==> config.mk <==
export PLATFORM = sky130hd
export DESIGN_NAME = tx_seg_packet_end_flat
export DESIGN_NICKNAME = d
export VERILOG_FILES = /design/src/common/seg_bus_pkg.sv /design/src/common/seg_bus_if.sv /design/src/verilog/two_entry_buffer.sv /design/src/verilog/tx_seg_packet_end.sv /design/src/flat_wrapper.sv
export SDC_FILE = /design/constraint.sdc
export NUM_CORES = 2
export LEC_CHECK = 0
export ABC_AREA = 0
export BUFFER_PORTS_ARGS = -buffer_cell sky130_fd_sc_hd__buf_2
export CAP_MARGIN = 20
export CELL_PAD_IN_SITES_DETAIL_PLACEMENT = 1
export CELL_PAD_IN_SITES_GLOBAL_PLACEMENT = 1
export CORE_AREA = 2 2 451 453
export CTS_BUF_LIST = sky130_fd_sc_hd__clkbuf_4 sky130_fd_sc_hd__clkbuf_8
export DETAILED_ROUTE_END_ITERATION = 8
export DIE_AREA = 0 0 453 455
export HOLD_SLACK_MARGIN = 0.1
export PLACE_DENSITY_LB_ADDON = 0.1
export SLEW_MARGIN = 30
export SYNTH_ARGS = -nofsm -noshare
export SYNTH_HDL_FRONTEND = slang
export SYNTH_SLANG_ARGS = --single-unit
==> constraint.sdc <==
create_clock -name ref_clk_in -period 46 [get_ports ref_clk_in]
set_input_delay 0 -clock ref_clk_in [delete_from_list [all_inputs] [get_ports ref_clk_in]]
set_output_delay 0 -clock ref_clk_in [all_outputs]
set_load 0.03 [all_outputs]
==> src/common/seg_bus_pkg.sv <==
// Shared constants for the segmented transmit bus and its two ends
package seg_bus_pkg;

	// Bus geometry
	localparam int SEG_COUNT   = 4;
	localparam int WORD_BYTES  = 16;
	localparam int WORD_W      = 128;
	localparam int EMPTY_W     = 4;
	localparam int EMPTY_LOW_W = 3;

	// Error control code byte repeated over a whole segment word
	localparam logic [7:0]        ERROR_CODE_BYTE = 8'hfe;
	localparam logic [WORD_W-1:0] ERROR_WORD      = {WORD_BYTES{ERROR_CODE_BYTE}};

	// One buffered segment: {valid, end, abort, byte enables, word}
	localparam int SLOT_W        = 3 + WORD_BYTES + WORD_W;
	localparam int SLOT_VALID    = SLOT_W - 1;
	localparam int SLOT_END      = SLOT_W - 2;
	localparam int SLOT_ABORT    = SLOT_W - 3;
	localparam int SLOT_MASK_LSB = WORD_W;

	// Statistics counters
	localparam int                CNT_W     = 16;
	localparam logic [CNT_W-1:0]  CNT_ONE   = 16'h0001;
	localparam logic [CNT_W-1:0]  CNT_RESET = 16'h0000;

endpackage

==> src/common/seg_bus_if.sv <==
// Segmented transmit bus between the user packet source and the MAC transmit end
`timescale 1ns/1ps
`default_nettype none
interface seg_bus_if;

	logic [seg_bus_pkg::SEG_COUNT-1:0]                             tx_segment_valid;
	logic [seg_bus_pkg::SEG_COUNT-1:0][seg_bus_pkg::WORD_W-1:0]   tx_segment_word;
	logic [seg_bus_pkg::SEG_COUNT-1:0]                             tx_end_marker;
	logic [seg_bus_pkg::SEG_COUNT-1:0]                             tx_abort_flag;
	logic [seg_bus_pkg::SEG_COUNT-1:0][seg_bus_pkg::EMPTY_W-1:0]  tx_empty_count;
	logic                                                          tx_space;

	// Source side drives the segments, the MAC side grants room
	modport user_end (
		output tx_segment_valid,
		output tx_segment_word,
		output tx_end_marker,
		output tx_abort_flag,
		output tx_empty_count,
		input  tx_space
	);

	modport device_end (
		input  tx_segment_valid,
		input  tx_segment_word,
		input  tx_end_marker,
		input  tx_abort_flag,
		input  tx_empty_count,
		output tx_space
	);

endinterface
`default_nettype wire

==> src/verilog/two_entry_buffer.sv <==
// Two-entry skid buffer with valid and ready on both sides
`timescale 1ns/1ps
`default_nettype none
module two_entry_buffer #(
	parameter int WIDTH = 8
) (
	input  wire logic             ref_clk_in,
	input  wire logic             reset_in,
	input  wire logic             in_valid_in,
	output logic                  in_ready_out,
	input  wire logic [WIDTH-1:0] in_data_in,
	output logic                  out_valid_out,
	input  wire logic             out_ready_in,
	output logic      [WIDTH-1:0] out_data_out
);

	logic             out_valid_reg, out_valid_next;
	logic [WIDTH-1:0] out_data_reg,  out_data_next;
	logic             skid_valid_reg, skid_valid_next;
	logic [WIDTH-1:0] skid_data_reg,  skid_data_next;
	logic             push;
	logic             pop;

	////////////////////////////////////////////////////////////////////////////
	// Next state: output stage refills from skid first, so order is kept
	always_comb begin
		push            = in_valid_in && !skid_valid_reg;
		pop             = out_valid_reg && out_ready_in;
		out_valid_next  = out_valid_reg;
		out_data_next   = out_data_reg;
		skid_valid_next = skid_valid_reg;
		skid_data_next  = skid_data_reg;
		if (!out_valid_reg || pop) begin
			if (skid_valid_reg) begin
				out_valid_next  = 1'b1;
				out_data_next   = skid_data_reg;
				skid_valid_next = 1'b0;
			end else begin
				out_valid_next = push;
				out_data_next  = in_data_in;
			end
		end else if (push) begin
			skid_valid_next = 1'b1; // Stalled drain parks the word here
			skid_data_next  = in_data_in;
		end
	end

	// Registers
	always_ff @(posedge ref_clk_in or posedge reset_in) begin
		if (reset_in) begin
			out_valid_reg  <= 1'b0;
			out_data_reg   <= '0;
			skid_valid_reg <= 1'b0;
			skid_data_reg  <= '0;
		end else begin
			out_valid_reg  <= out_valid_next;
			out_data_reg   <= out_data_next;
			skid_valid_reg <= skid_valid_next;
			skid_data_reg  <= skid_data_next;
		end
	end

	// Full means both entries hold a word
	assign in_ready_out  = !skid_valid_reg;
	assign out_valid_out = out_valid_reg;
	assign out_data_out  = out_data_reg;

endmodule
`default_nettype wire

==> src/verilog/tx_seg_packet_end.sv <==
// MAC end: packet-end handling of the segmented transmit bus
//
// What this block does
// - Source raises end marker only on last transfer
// - End marker sampled only when segment valid
// - Source raises abort flag only to mark errored packet
// - Abort sampled only with valid and end marker
// - Aborted packet's last word becomes error code
// - Aborted packet skips frame check, that packet only
// - Source gives empty byte count on last transfer
// - Empty count sampled only with valid and end
// - Abort at end forces empty low bits zero
// - Four identical segments, each with own signals
// - Each segment carries a 128-bit word
// - Every bus signal sampled only when valid
`timescale 1ns/1ps
`default_nettype none
module tx_seg_packet_end (
	input  wire logic                                                        ref_clk_in,
	input  wire logic                                                        reset_in,
	seg_bus_if.device_end                                                    bus,
	input  wire logic                                                        out_ready_in,
	output logic                                                             out_valid_out,
	output logic      [seg_bus_pkg::SEG_COUNT-1:0]                           out_seg_valid_out,
	output logic      [seg_bus_pkg::SEG_COUNT-1:0][seg_bus_pkg::WORD_W-1:0]  out_word_out,
	output logic      [seg_bus_pkg::SEG_COUNT-1:0][seg_bus_pkg::WORD_BYTES-1:0] out_byte_en_out,
	output logic      [seg_bus_pkg::SEG_COUNT-1:0]                           out_end_out,
	output logic      [seg_bus_pkg::SEG_COUNT-1:0]                           out_fcs_off_out,
	output logic                                                             pkt_open_out,
	output logic                                                             overrun_out,
	output logic      [seg_bus_pkg::CNT_W-1:0]                               pkt_count_out,
	output logic      [seg_bus_pkg::CNT_W-1:0]                               abort_count_out
);

	localparam int SEGS   = seg_bus_pkg::SEG_COUNT;
	localparam int SLOT_W = seg_bus_pkg::SLOT_W;

	// Packet tracking across the four segments, lowest segment first
	typedef enum logic [1:0] {
		PKT_IDLE = 2'b01,
		PKT_OPEN = 2'b10
	} pkt_state_t;

	pkt_state_t                              state_reg, state_next;
	logic                                    space_reg, space_next;
	logic                                    overrun_reg, overrun_next;
	logic [seg_bus_pkg::CNT_W-1:0]           pkt_count_reg, pkt_count_next;
	logic [seg_bus_pkg::CNT_W-1:0]           abort_count_reg, abort_count_next;

	logic [SEGS-1:0]                         seg_take;
	logic [SEGS-1:0]                         seg_end;
	logic [SEGS-1:0]                         seg_abort;
	logic [SEGS-1:0][seg_bus_pkg::EMPTY_W-1:0] seg_empty;
	logic [SEGS*SLOT_W-1:0]                  in_slots;
	logic [SEGS*SLOT_W-1:0]                  out_slots;
	logic                                    any_take;
	logic                                    buf_in_ready;
	logic                                    buf_out_valid;

	////////////////////////////////////////////////////////////////////////////
	// Byte enables: lane b holds bits [8b+7:8b]; byte position 0 is the top
	// lane, so an empty count of n clears the lowest n lanes
	function automatic logic [seg_bus_pkg::WORD_BYTES-1:0] lane_mask(
		input logic [seg_bus_pkg::EMPTY_W-1:0] empty
	);
		logic [seg_bus_pkg::WORD_BYTES-1:0] m;
		m = '0;
		for (int b = 0; b < seg_bus_pkg::WORD_BYTES; b++) begin
			m[b] = (b >= int'(empty));
		end
		return m;
	endfunction

	////////////////////////////////////////////////////////////////////////////
	// Per-segment qualification; every segment is built the same way
	for (genvar s = 0; s < SEGS; s++) begin : g_seg
		logic [seg_bus_pkg::WORD_W-1:0]     word;
		logic [seg_bus_pkg::WORD_BYTES-1:0] mask;

		// Nothing on a segment counts unless its valid is high
		assign seg_take[s]  = bus.tx_segment_valid[s];
		assign seg_end[s]   = seg_take[s] && bus.tx_end_marker[s];
		assign seg_abort[s] = seg_end[s] && bus.tx_abort_flag[s];

		// Low empty bits are forced to zero on an aborted end, top bit kept
		always_comb begin
			seg_empty[s] = '0;
			if (seg_end[s]) begin
				seg_empty[s] = bus.tx_empty_count[s];
				if (seg_abort[s]) begin
					seg_empty[s][seg_bus_pkg::EMPTY_LOW_W-1:0] = '0;
				end
			end
		end

		// Aborted end word is replaced so the far receiver sees an error
		assign word = !seg_take[s] ? '0 :
			(seg_abort[s] ? seg_bus_pkg::ERROR_WORD : bus.tx_segment_word[s]);
		assign mask = seg_take[s] ? lane_mask(seg_empty[s]) : '0;

		// Frame check is skipped only on the aborted packet's end beat
		assign in_slots[s*SLOT_W +: SLOT_W] =
			{seg_take[s], seg_end[s], seg_abort[s], mask, word};

		// Unpack the buffered beat to the downstream ports
		assign out_seg_valid_out[s] = out_slots[s*SLOT_W + seg_bus_pkg::SLOT_VALID];
		assign out_end_out[s]       = out_slots[s*SLOT_W + seg_bus_pkg::SLOT_END];
		assign out_fcs_off_out[s]   = out_slots[s*SLOT_W + seg_bus_pkg::SLOT_ABORT];
		assign out_byte_en_out[s]   =
			out_slots[s*SLOT_W + seg_bus_pkg::SLOT_MASK_LSB +: seg_bus_pkg::WORD_BYTES];
		assign out_word_out[s]      = out_slots[s*SLOT_W +: seg_bus_pkg::WORD_W];
	end

	assign any_take = |seg_take;

	////////////////////////////////////////////////////////////////////////////
	// Beat buffer: a downstream stall parks up to two beats
	two_entry_buffer #(
		.WIDTH(SEGS*SLOT_W)
	) u_beat_buffer (
		.ref_clk_in   (ref_clk_in),
		.reset_in     (reset_in),
		.in_valid_in  (any_take),
		.in_ready_out (buf_in_ready),
		.in_data_in   (in_slots),
		.out_valid_out(buf_out_valid),
		.out_ready_in (out_ready_in),
		.out_data_out (out_slots)
	);

	////////////////////////////////////////////////////////////////////////////
	// Grant, overrun and statistics next state. The grant is conservative:
	// it is given only when the buffer is empty and the bus was idle, which
	// limits peak throughput to one beat every five cycles but keeps any in-flight beat from being lost.
	always_comb begin
		pkt_state_t st;
		st               = state_reg;
		space_next       = buf_in_ready && !buf_out_valid && !any_take;
		overrun_next     = overrun_reg || (any_take && !buf_in_ready);
		pkt_count_next   = pkt_count_reg;
		abort_count_next = abort_count_reg;
		if (!any_take || buf_in_ready) begin
			for (int s = 0; s < SEGS; s++) begin
				if (seg_take[s]) begin
					st = seg_end[s] ? PKT_IDLE : PKT_OPEN;
				end
				if (seg_end[s]) begin
					pkt_count_next = pkt_count_next + seg_bus_pkg::CNT_ONE;
				end
				if (seg_abort[s]) begin
					abort_count_next = abort_count_next + seg_bus_pkg::CNT_ONE;
				end
			end
		end
		case (st)
			PKT_IDLE: state_next = PKT_IDLE;
			PKT_OPEN: state_next = PKT_OPEN;
			default:  state_next = PKT_IDLE;
		endcase
	end

	// Registers
	always_ff @(posedge ref_clk_in or posedge reset_in) begin
		if (reset_in) begin
			state_reg       <= PKT_IDLE;
			space_reg       <= 1'b0;
			overrun_reg     <= 1'b0;
			pkt_count_reg   <= seg_bus_pkg::CNT_RESET;
			abort_count_reg <= seg_bus_pkg::CNT_RESET;
		end else begin
			state_reg       <= state_next;
			space_reg       <= space_next;
			overrun_reg     <= overrun_next;
			pkt_count_reg   <= pkt_count_next;
			abort_count_reg <= abort_count_next;
		end
	end

	////////////////////////////////////////////////////////////////////////////
	// Outputs, all from flip-flops
	assign bus.tx_space        = space_reg;
	assign out_valid_out       = buf_out_valid;
	assign pkt_open_out        = state_reg[1]; // One-hot open bit, straight from the flop
	assign overrun_out         = overrun_reg; // Sticky until reset
	assign pkt_count_out       = pkt_count_reg;
	assign abort_count_out     = abort_count_reg;

endmodule
`default_nettype wire

==> src/flat_wrapper.sv <==
// flat-port wrapper written by rule: the top's interface ports become plain ports
module tx_seg_packet_end_flat 
  (ref_clk_in, reset_in, out_ready_in, out_valid_out, out_seg_valid_out, out_word_out, out_byte_en_out, out_end_out, out_fcs_off_out, pkt_open_out, overrun_out, pkt_count_out, abort_count_out, bus_tx_segment_valid, bus_tx_segment_word, bus_tx_end_marker, bus_tx_abort_flag, bus_tx_empty_count, bus_tx_space);
  seg_bus_if bus_i ();
  input  wire logic ref_clk_in;
  input  wire logic reset_in;
  input  wire logic out_ready_in;
  output logic out_valid_out;
  output logic      [seg_bus_pkg::SEG_COUNT-1:0] out_seg_valid_out;
  output logic      [seg_bus_pkg::SEG_COUNT-1:0][seg_bus_pkg::WORD_W-1:0] out_word_out;
  output logic      [seg_bus_pkg::SEG_COUNT-1:0][seg_bus_pkg::WORD_BYTES-1:0] out_byte_en_out;
  output logic      [seg_bus_pkg::SEG_COUNT-1:0] out_end_out;
  output logic      [seg_bus_pkg::SEG_COUNT-1:0] out_fcs_off_out;
  output logic pkt_open_out;
  output logic overrun_out;
  output logic      [seg_bus_pkg::CNT_W-1:0] pkt_count_out;
  output logic      [seg_bus_pkg::CNT_W-1:0] abort_count_out;
  input wire logic [$bits(bus_i.tx_segment_valid)-1:0] bus_tx_segment_valid;
  input wire logic [$bits(bus_i.tx_segment_word)-1:0] bus_tx_segment_word;
  input wire logic [$bits(bus_i.tx_end_marker)-1:0] bus_tx_end_marker;
  input wire logic [$bits(bus_i.tx_abort_flag)-1:0] bus_tx_abort_flag;
  input wire logic [$bits(bus_i.tx_empty_count)-1:0] bus_tx_empty_count;
  output wire logic [$bits(bus_i.tx_space)-1:0] bus_tx_space;
  assign bus_i.tx_segment_valid = bus_tx_segment_valid;
  assign bus_i.tx_segment_word = bus_tx_segment_word;
  assign bus_i.tx_end_marker = bus_tx_end_marker;
  assign bus_i.tx_abort_flag = bus_tx_abort_flag;
  assign bus_i.tx_empty_count = bus_tx_empty_count;
  assign bus_tx_space = bus_i.tx_space;
  tx_seg_packet_end u_core (.ref_clk_in(ref_clk_in), .reset_in(reset_in), .bus(bus_i), .out_ready_in(out_ready_in), .out_valid_out(out_valid_out), .out_seg_valid_out(out_seg_valid_out), .out_word_out(out_word_out), .out_byte_en_out(out_byte_en_out), .out_end_out(out_end_out), .out_fcs_off_out(out_fcs_off_out), .pkt_open_out(pkt_open_out), .overrun_out(overrun_out), .pkt_count_out(pkt_count_out), .abort_count_out(abort_count_out));
endmodule
# Yosys cells after proc, flatten, opt, wreduce, memory -nomap -nowiden
# Cells that the tools add are included.
# word_totals
reg_bits,1214
output_inout_bits,624
elab_cells,149
# classes
muxes,48
order_cmp,60
addsub,8
eq_ne,1
n_reduce_logical,22
n_bitwise,1
# op_table
operator,count
2-to-1 mux 128 bit,8
2-to-1 mux 588 bit,1
2-to-1 mux 16 bit,18
adder 16 x 1 -> 16 bit (second input constant),8
greater-or-equal comparator 4 bit (first input constant),28
greater-or-equal comparator 3 x 4 -> 1 bit (first input constant),16
greater-or-equal comparator 1 x 4 -> 1 bit (first input constant),8
greater-or-equal comparator 2 x 4 -> 1 bit (first input constant),8
2-to-1 mux 2 bit,10
2-to-1 mux 4 bit,4
logical AND 1 bit,13
2-to-1 mux 3 bit,4
OR reduction 4 bit,1
logical NOT 1 bit,3
logical OR 1 bit,3
2-to-1 mux 1 bit,3
== test 2 bit (second input constant),1
AND reduction 2 bit,1
nonzero test 2 bit,1
NOT 1 bit,1

# Longest topological paths before layout
# depth
depth_word,12
mapped_depth,21
ltp_nobuf,18

# Modules after synthesis
# From an unflattened synthesis, not the netlist that was laid out.
# hier_totals
cells_unflattened,5012
hier_area_um2,60287.8
# by_module_without_submodules
module,cells_each,seq_area_each_um2,area_each_um2,n_inst
two_entry_buffer,3146,29478.3,50428.4,1
tx_seg_packet_end,1866,902.1,9859.5,1

# Worst setup path after synthesis
# No wires, ideal clock.
# synth_path
path_kind,register to register
startpoint,register u_core.pkt_count_reg (netlist bit u_core.pkt_count_out[1])
endpoint,register u_core.pkt_count_reg (netlist bit u_core.pkt_count_out[15])
slack_ns,41.529
arrival_ns,4.337
path_stages_with_launch,16
period_less_slack_ns,4.471
n_path_buf,1
setup_time_ns,0.134
required_ns,45.866
cell_sequence,dfrtp_1 -> ha_1 -> mux2_2 -> ha_1 -> and3_1 -> xnor3_1 -> nor2_1 -> nand2_1 -> a2111o_1 -> buf_6 -> or3b_1 -> o31a_1 -> o22a_2 -> or4_4 -> nor4b_2 -> o31ai_1
# synth_via
elab_chain_len,11
# synth_rtl
element,line_no,source
from (decl),tx_seg_packet_end.sv:47,"logic [seg_bus_pkg::CNT_W-1:0] pkt_count_reg, pkt_count_next;"
from (signal assigned),tx_seg_packet_end.sv:168,pkt_count_reg <= seg_bus_pkg::CNT_RESET;
from (signal assigned),tx_seg_packet_end.sv:174,pkt_count_reg <= pkt_count_next;
adder 16 x 1 -> 16 bit,tx_seg_packet_end.sv:148,pkt_count_next = pkt_count_next + seg_bus_pkg::CNT_ONE;
2-to-1 mux 16 bit *,tx_seg_packet_end.sv:147,if (seg_end[s]) begin
2-to-1 mux 16 bit *,tx_seg_packet_end.sv:142,if (!any_take || buf_in_ready) begin
adder 16 x 1 -> 16 bit,tx_seg_packet_end.sv:148,
2-to-1 mux 16 bit *,tx_seg_packet_end.sv:147,
2-to-1 mux 16 bit *,tx_seg_packet_end.sv:142,
adder 16 x 1 -> 16 bit,tx_seg_packet_end.sv:148,
2-to-1 mux 16 bit *,tx_seg_packet_end.sv:147,
2-to-1 mux 16 bit *,tx_seg_packet_end.sv:142,
adder 16 x 1 -> 16 bit,tx_seg_packet_end.sv:148,
2-to-1 mux 16 bit *,tx_seg_packet_end.sv:147,
# Every way passes the cells marked *; elsewhere a longest branch is shown, timed or not. The select of a mux whose other input is x is not followed.
# A chain may end at the register's enable or synchronous reset.

==> reports/results.tsv <==
stage	metric	value	unit
detailed_routing	initialDrtViolationCount	3149	
critical_path	cp-end-kind	async pin	
global_route	grt_max_degree	221	
timing	worstMarginPinSlew	0.988	ns
place	placed_cell_area	63500	µm²
logic_synthesis	yosysWarnings	0	
floorplanning	die_area	206000	µm²
timing	timing.final.crit_share	11.0	%
floorplanning	fp.dieW	453	µm
power_and_ir_drop	peakVddDrop	0.0228	mV
floorplanning	start_util	27.7	%
outcome	outcome	finished, final reports clean	
cts	htree_levels	4	
cts	clock_path_buffers	3	
place	io_buffers	1166	
finish	fillers	23700	
place	placed_cells	9830	
job	cap_violations	0	
critical_path	path_cells	dlygate4sd3_1, buf_2, dlygate4sd3_1, inv_8, buf_4, buf_4, buf_4, buf_4, buf_4, buf_4	
critical_path	worst_setup_path_start_kind	input pin	
timing	setup_ws	40.92	ns
global_route	gr-total-overflow	0	
finish	final_cells	12000	
logic_synthesis	synthDistinctLibCells	80	
timing	max_slew_margin	34.1	%
logic_synthesis	yosysMostFrequentCell	nand2_1	
detailed_routing	firstDrtPassIters	5	
logic_synthesis	synth_common_cells	nand2_1 (1,220), dfrtp_1 (1,205), nor2_1 (909)	
power_and_ir_drop	power.density	40.3	nW/µm²
cts	clkSlewWorstSetupHoldPaths	0.06	ns
detailed_routing	wire_per_inst	21.2	µm
finish	syn2layout_area_growth	53.8	%
logic_synthesis	synth_top_cell_by_area	dfrtp_1	
logic_synthesis	synth.area.top_cells	dfrtp_1 (54%), nand2_1 (8.2%), a21oi_1 (7.1%)	
cts	cts_made_buffers	227	
logic_synthesis	synth_fp_nets	7029	
critical_path	cp_data_arrival_time	6.09	ns
critical_path	cp.required	47.02	ns
timing	setup_viol	0	
place	place_ws	40.66	ns
cts	cts_tree	yes	
timing	layout_min_cycle_time	5.08	ns
logic_synthesis	ys.flop_type	dfrtp_1	
global_route	grt_pass1_vias	61300	
finish	area.sequential	30200	µm²
global_route	grt_pass1_wl	383	mm
min_path	hold_path_class	input pin to flip-flop	
detailed_routing	num_vias	57700	
power_and_ir_drop	p_total	3.45	mW
floorplanning	row_count	165	
logic_synthesis	yosysSeqAreaShare	54.2	%
logic_synthesis	syn_avg_cell_area	8.60	µm²
place	gp_routability_congestion	0.821	
logic_synthesis	netlist_instances	6478	
timing	clock.fmax	197	MHz
timing	clock-skew-final	0.0510	ns
logic_synthesis	ys_ff_latch	1206	
floorplanning	fp.coreArea	201000	µm²
finish	final_area	85600	µm²
timing	finalHoldViolCount	0	
logic_synthesis	synth_edf_count	0	
power_and_ir_drop	leakage	38.3	nW
cts	insertion_delay	1.04	ns
logic_synthesis	netlist.area_leader.share	54.1	%
finish	final_layout_size_suffix_gt1_share	18.4	%
floorplanning	ios	1167	
cts	cts_root_buf	clkbuf_8	
critical_path	criticalPathCategory	input pin to async pin	
finish	multi_input_area	23400	µm²
cts	cts_resized	0	
global_route	antenna_found_initial	52	
timing	tns	0	ns
timing	slew_violations	0	
detailed_routing	drc	0	
finish	nets	9622	
critical_path	cpPeakStageDelay	0.78	ns
logic_synthesis	syn_area	55700	µm²
global_route	grt_usage	24.0	%
place	place_hpwl	163	mm
timing	rsz0062_at_grt	no	
detailed_routing	wirelength	254	mm
logic_synthesis	async_reset_ff_share	100	%
floorplanning	die_h	455	µm
critical_path	cpMostUsedCell	buf_4	
detailed_routing	viasPerCell	4.82	
critical_path	worst-path-max-fanout	94	
cts	cts_sinks	1206	
critical_path	crit_slowest_cell	buf_4	
detailed_routing	ant_nets	0	
metal layers:
layer	routed length, µm	vias to the layer above	global-route usage (%)	part of all wire [%]
met2	123000	1326	40.1	48
met4	13400	12	11.9	5.3
met1	104000	28400	28.8	41
met3	13600	485	5.60	5.4
met5	68	-	0	0.027
li1	-	27400	-	-
path summary, 6_finish.rpt:
path	from	to	slack, ns	cells after the start
worst max-delay path	reset_in	u_core.u_beat_buffer.skid_data_reg[237]$_DFFE_PP0P_	40.92	10
worst min-delay path	bus_tx_empty_count[2]	u_core.u_beat_buffer.skid_data_reg[129]$_DFFE_PP0P_	0.19	5
worst max register to register	u_core.pkt_count_out[0]$_DFFE_PP0N_	u_core.pkt_count_out[15]$_DFFE_PP0N_	41.21	14
worst min register to register	u_core.overrun_out$_DFF_PP0_	u_core.overrun_out$_DFF_PP0_	0.47	1
max in group ref_clk_in	bus_tx_segment_valid[1]	u_core.u_beat_buffer.skid_data_reg[299]$_DFFE_PP0P_	41.00	11
min in group asynchronous	reset_in	u_core.u_beat_buffer.out_data_out[166]$_DFFE_PP0N_	0.28	4
final cells by class:
cell class / instances / area share (%)
antenna: 50 / 0.146
clock buffer: 380 / 5.53
clock inverter: 30 / 0.333
inverter: 15 / 0.0833
multi-input combinational: 4699 / 27.3
sequential: 1206 / 35.2
tap: 2672 / 3.90
timing repair buffer: 2922 / 27.5
cells in the final DEF (no fill, tap or decap), types with 7 or more instances in the layout:
cell           instances
clkbuf_8             301
a211oi_1               7
o211ai_1               9
nor2b_1               11
nand2b_1              16
a31oi_1              293
nand2_1             1217
buf_6                 18
a21oi_1              793
nor4_1                19
clkbuf_4              79
a21o_1                13
diode_2               50
and3_1                14
o21ai_0              739
and2_1                17
mux2_2                 8
buf_4                 49
buf_12                 9
buf_2               1162
inv_1                 13
dfrtp_1             1204
nor2_1               907
xnor2_1               58
dlygate4sd3_1       1679
clkinv_2              15
xor2_1                27
nand3_1              157
mux2i_1              187
nand4_1               17
o31ai_1               15
or3_1                  8
nor3_1                33
ha_1                   8
stage by stage:
stage                     hold slack [ns]  util [%]
after floorplan                     0.159         -
after global placement              0.189      31.5
after detailed placement            0.194      31.5
after CTS                           0.102      42.4
after global routing                0.170      42.5
final                               0.194      42.5
critical path: cells and delay by family:
kind | cells | cell delay (ns)
buffers and inverters | 10 | 5.88
cell families after synthesis:
group,count (synthesis),share of synthesized area (%)
AO/OA/AOI/OAI,1932,18.7
XOR/XNOR,88,1.46
adder cells (fa/ha/maj),8,0.180
buffers and inverters,573,3.96
flip-flops,1206,54.2
multiplexers,195,3.52
AND/OR/NAND/NOR,2476,18.0
timing repair:
action                                  CTS  global route
buffers inserted                          0             0
hold buffers                           1679             0
endpoints found under the hold margin  1417             0
power by group:
group	switching, mW	total, mW	internal, mW
sequential	0.112	1.33	1.22
clock	0.518	1.17	0.650
combinational	0.589	0.949	0.360
No activity file was read; power rests on OpenSTA's default activity.
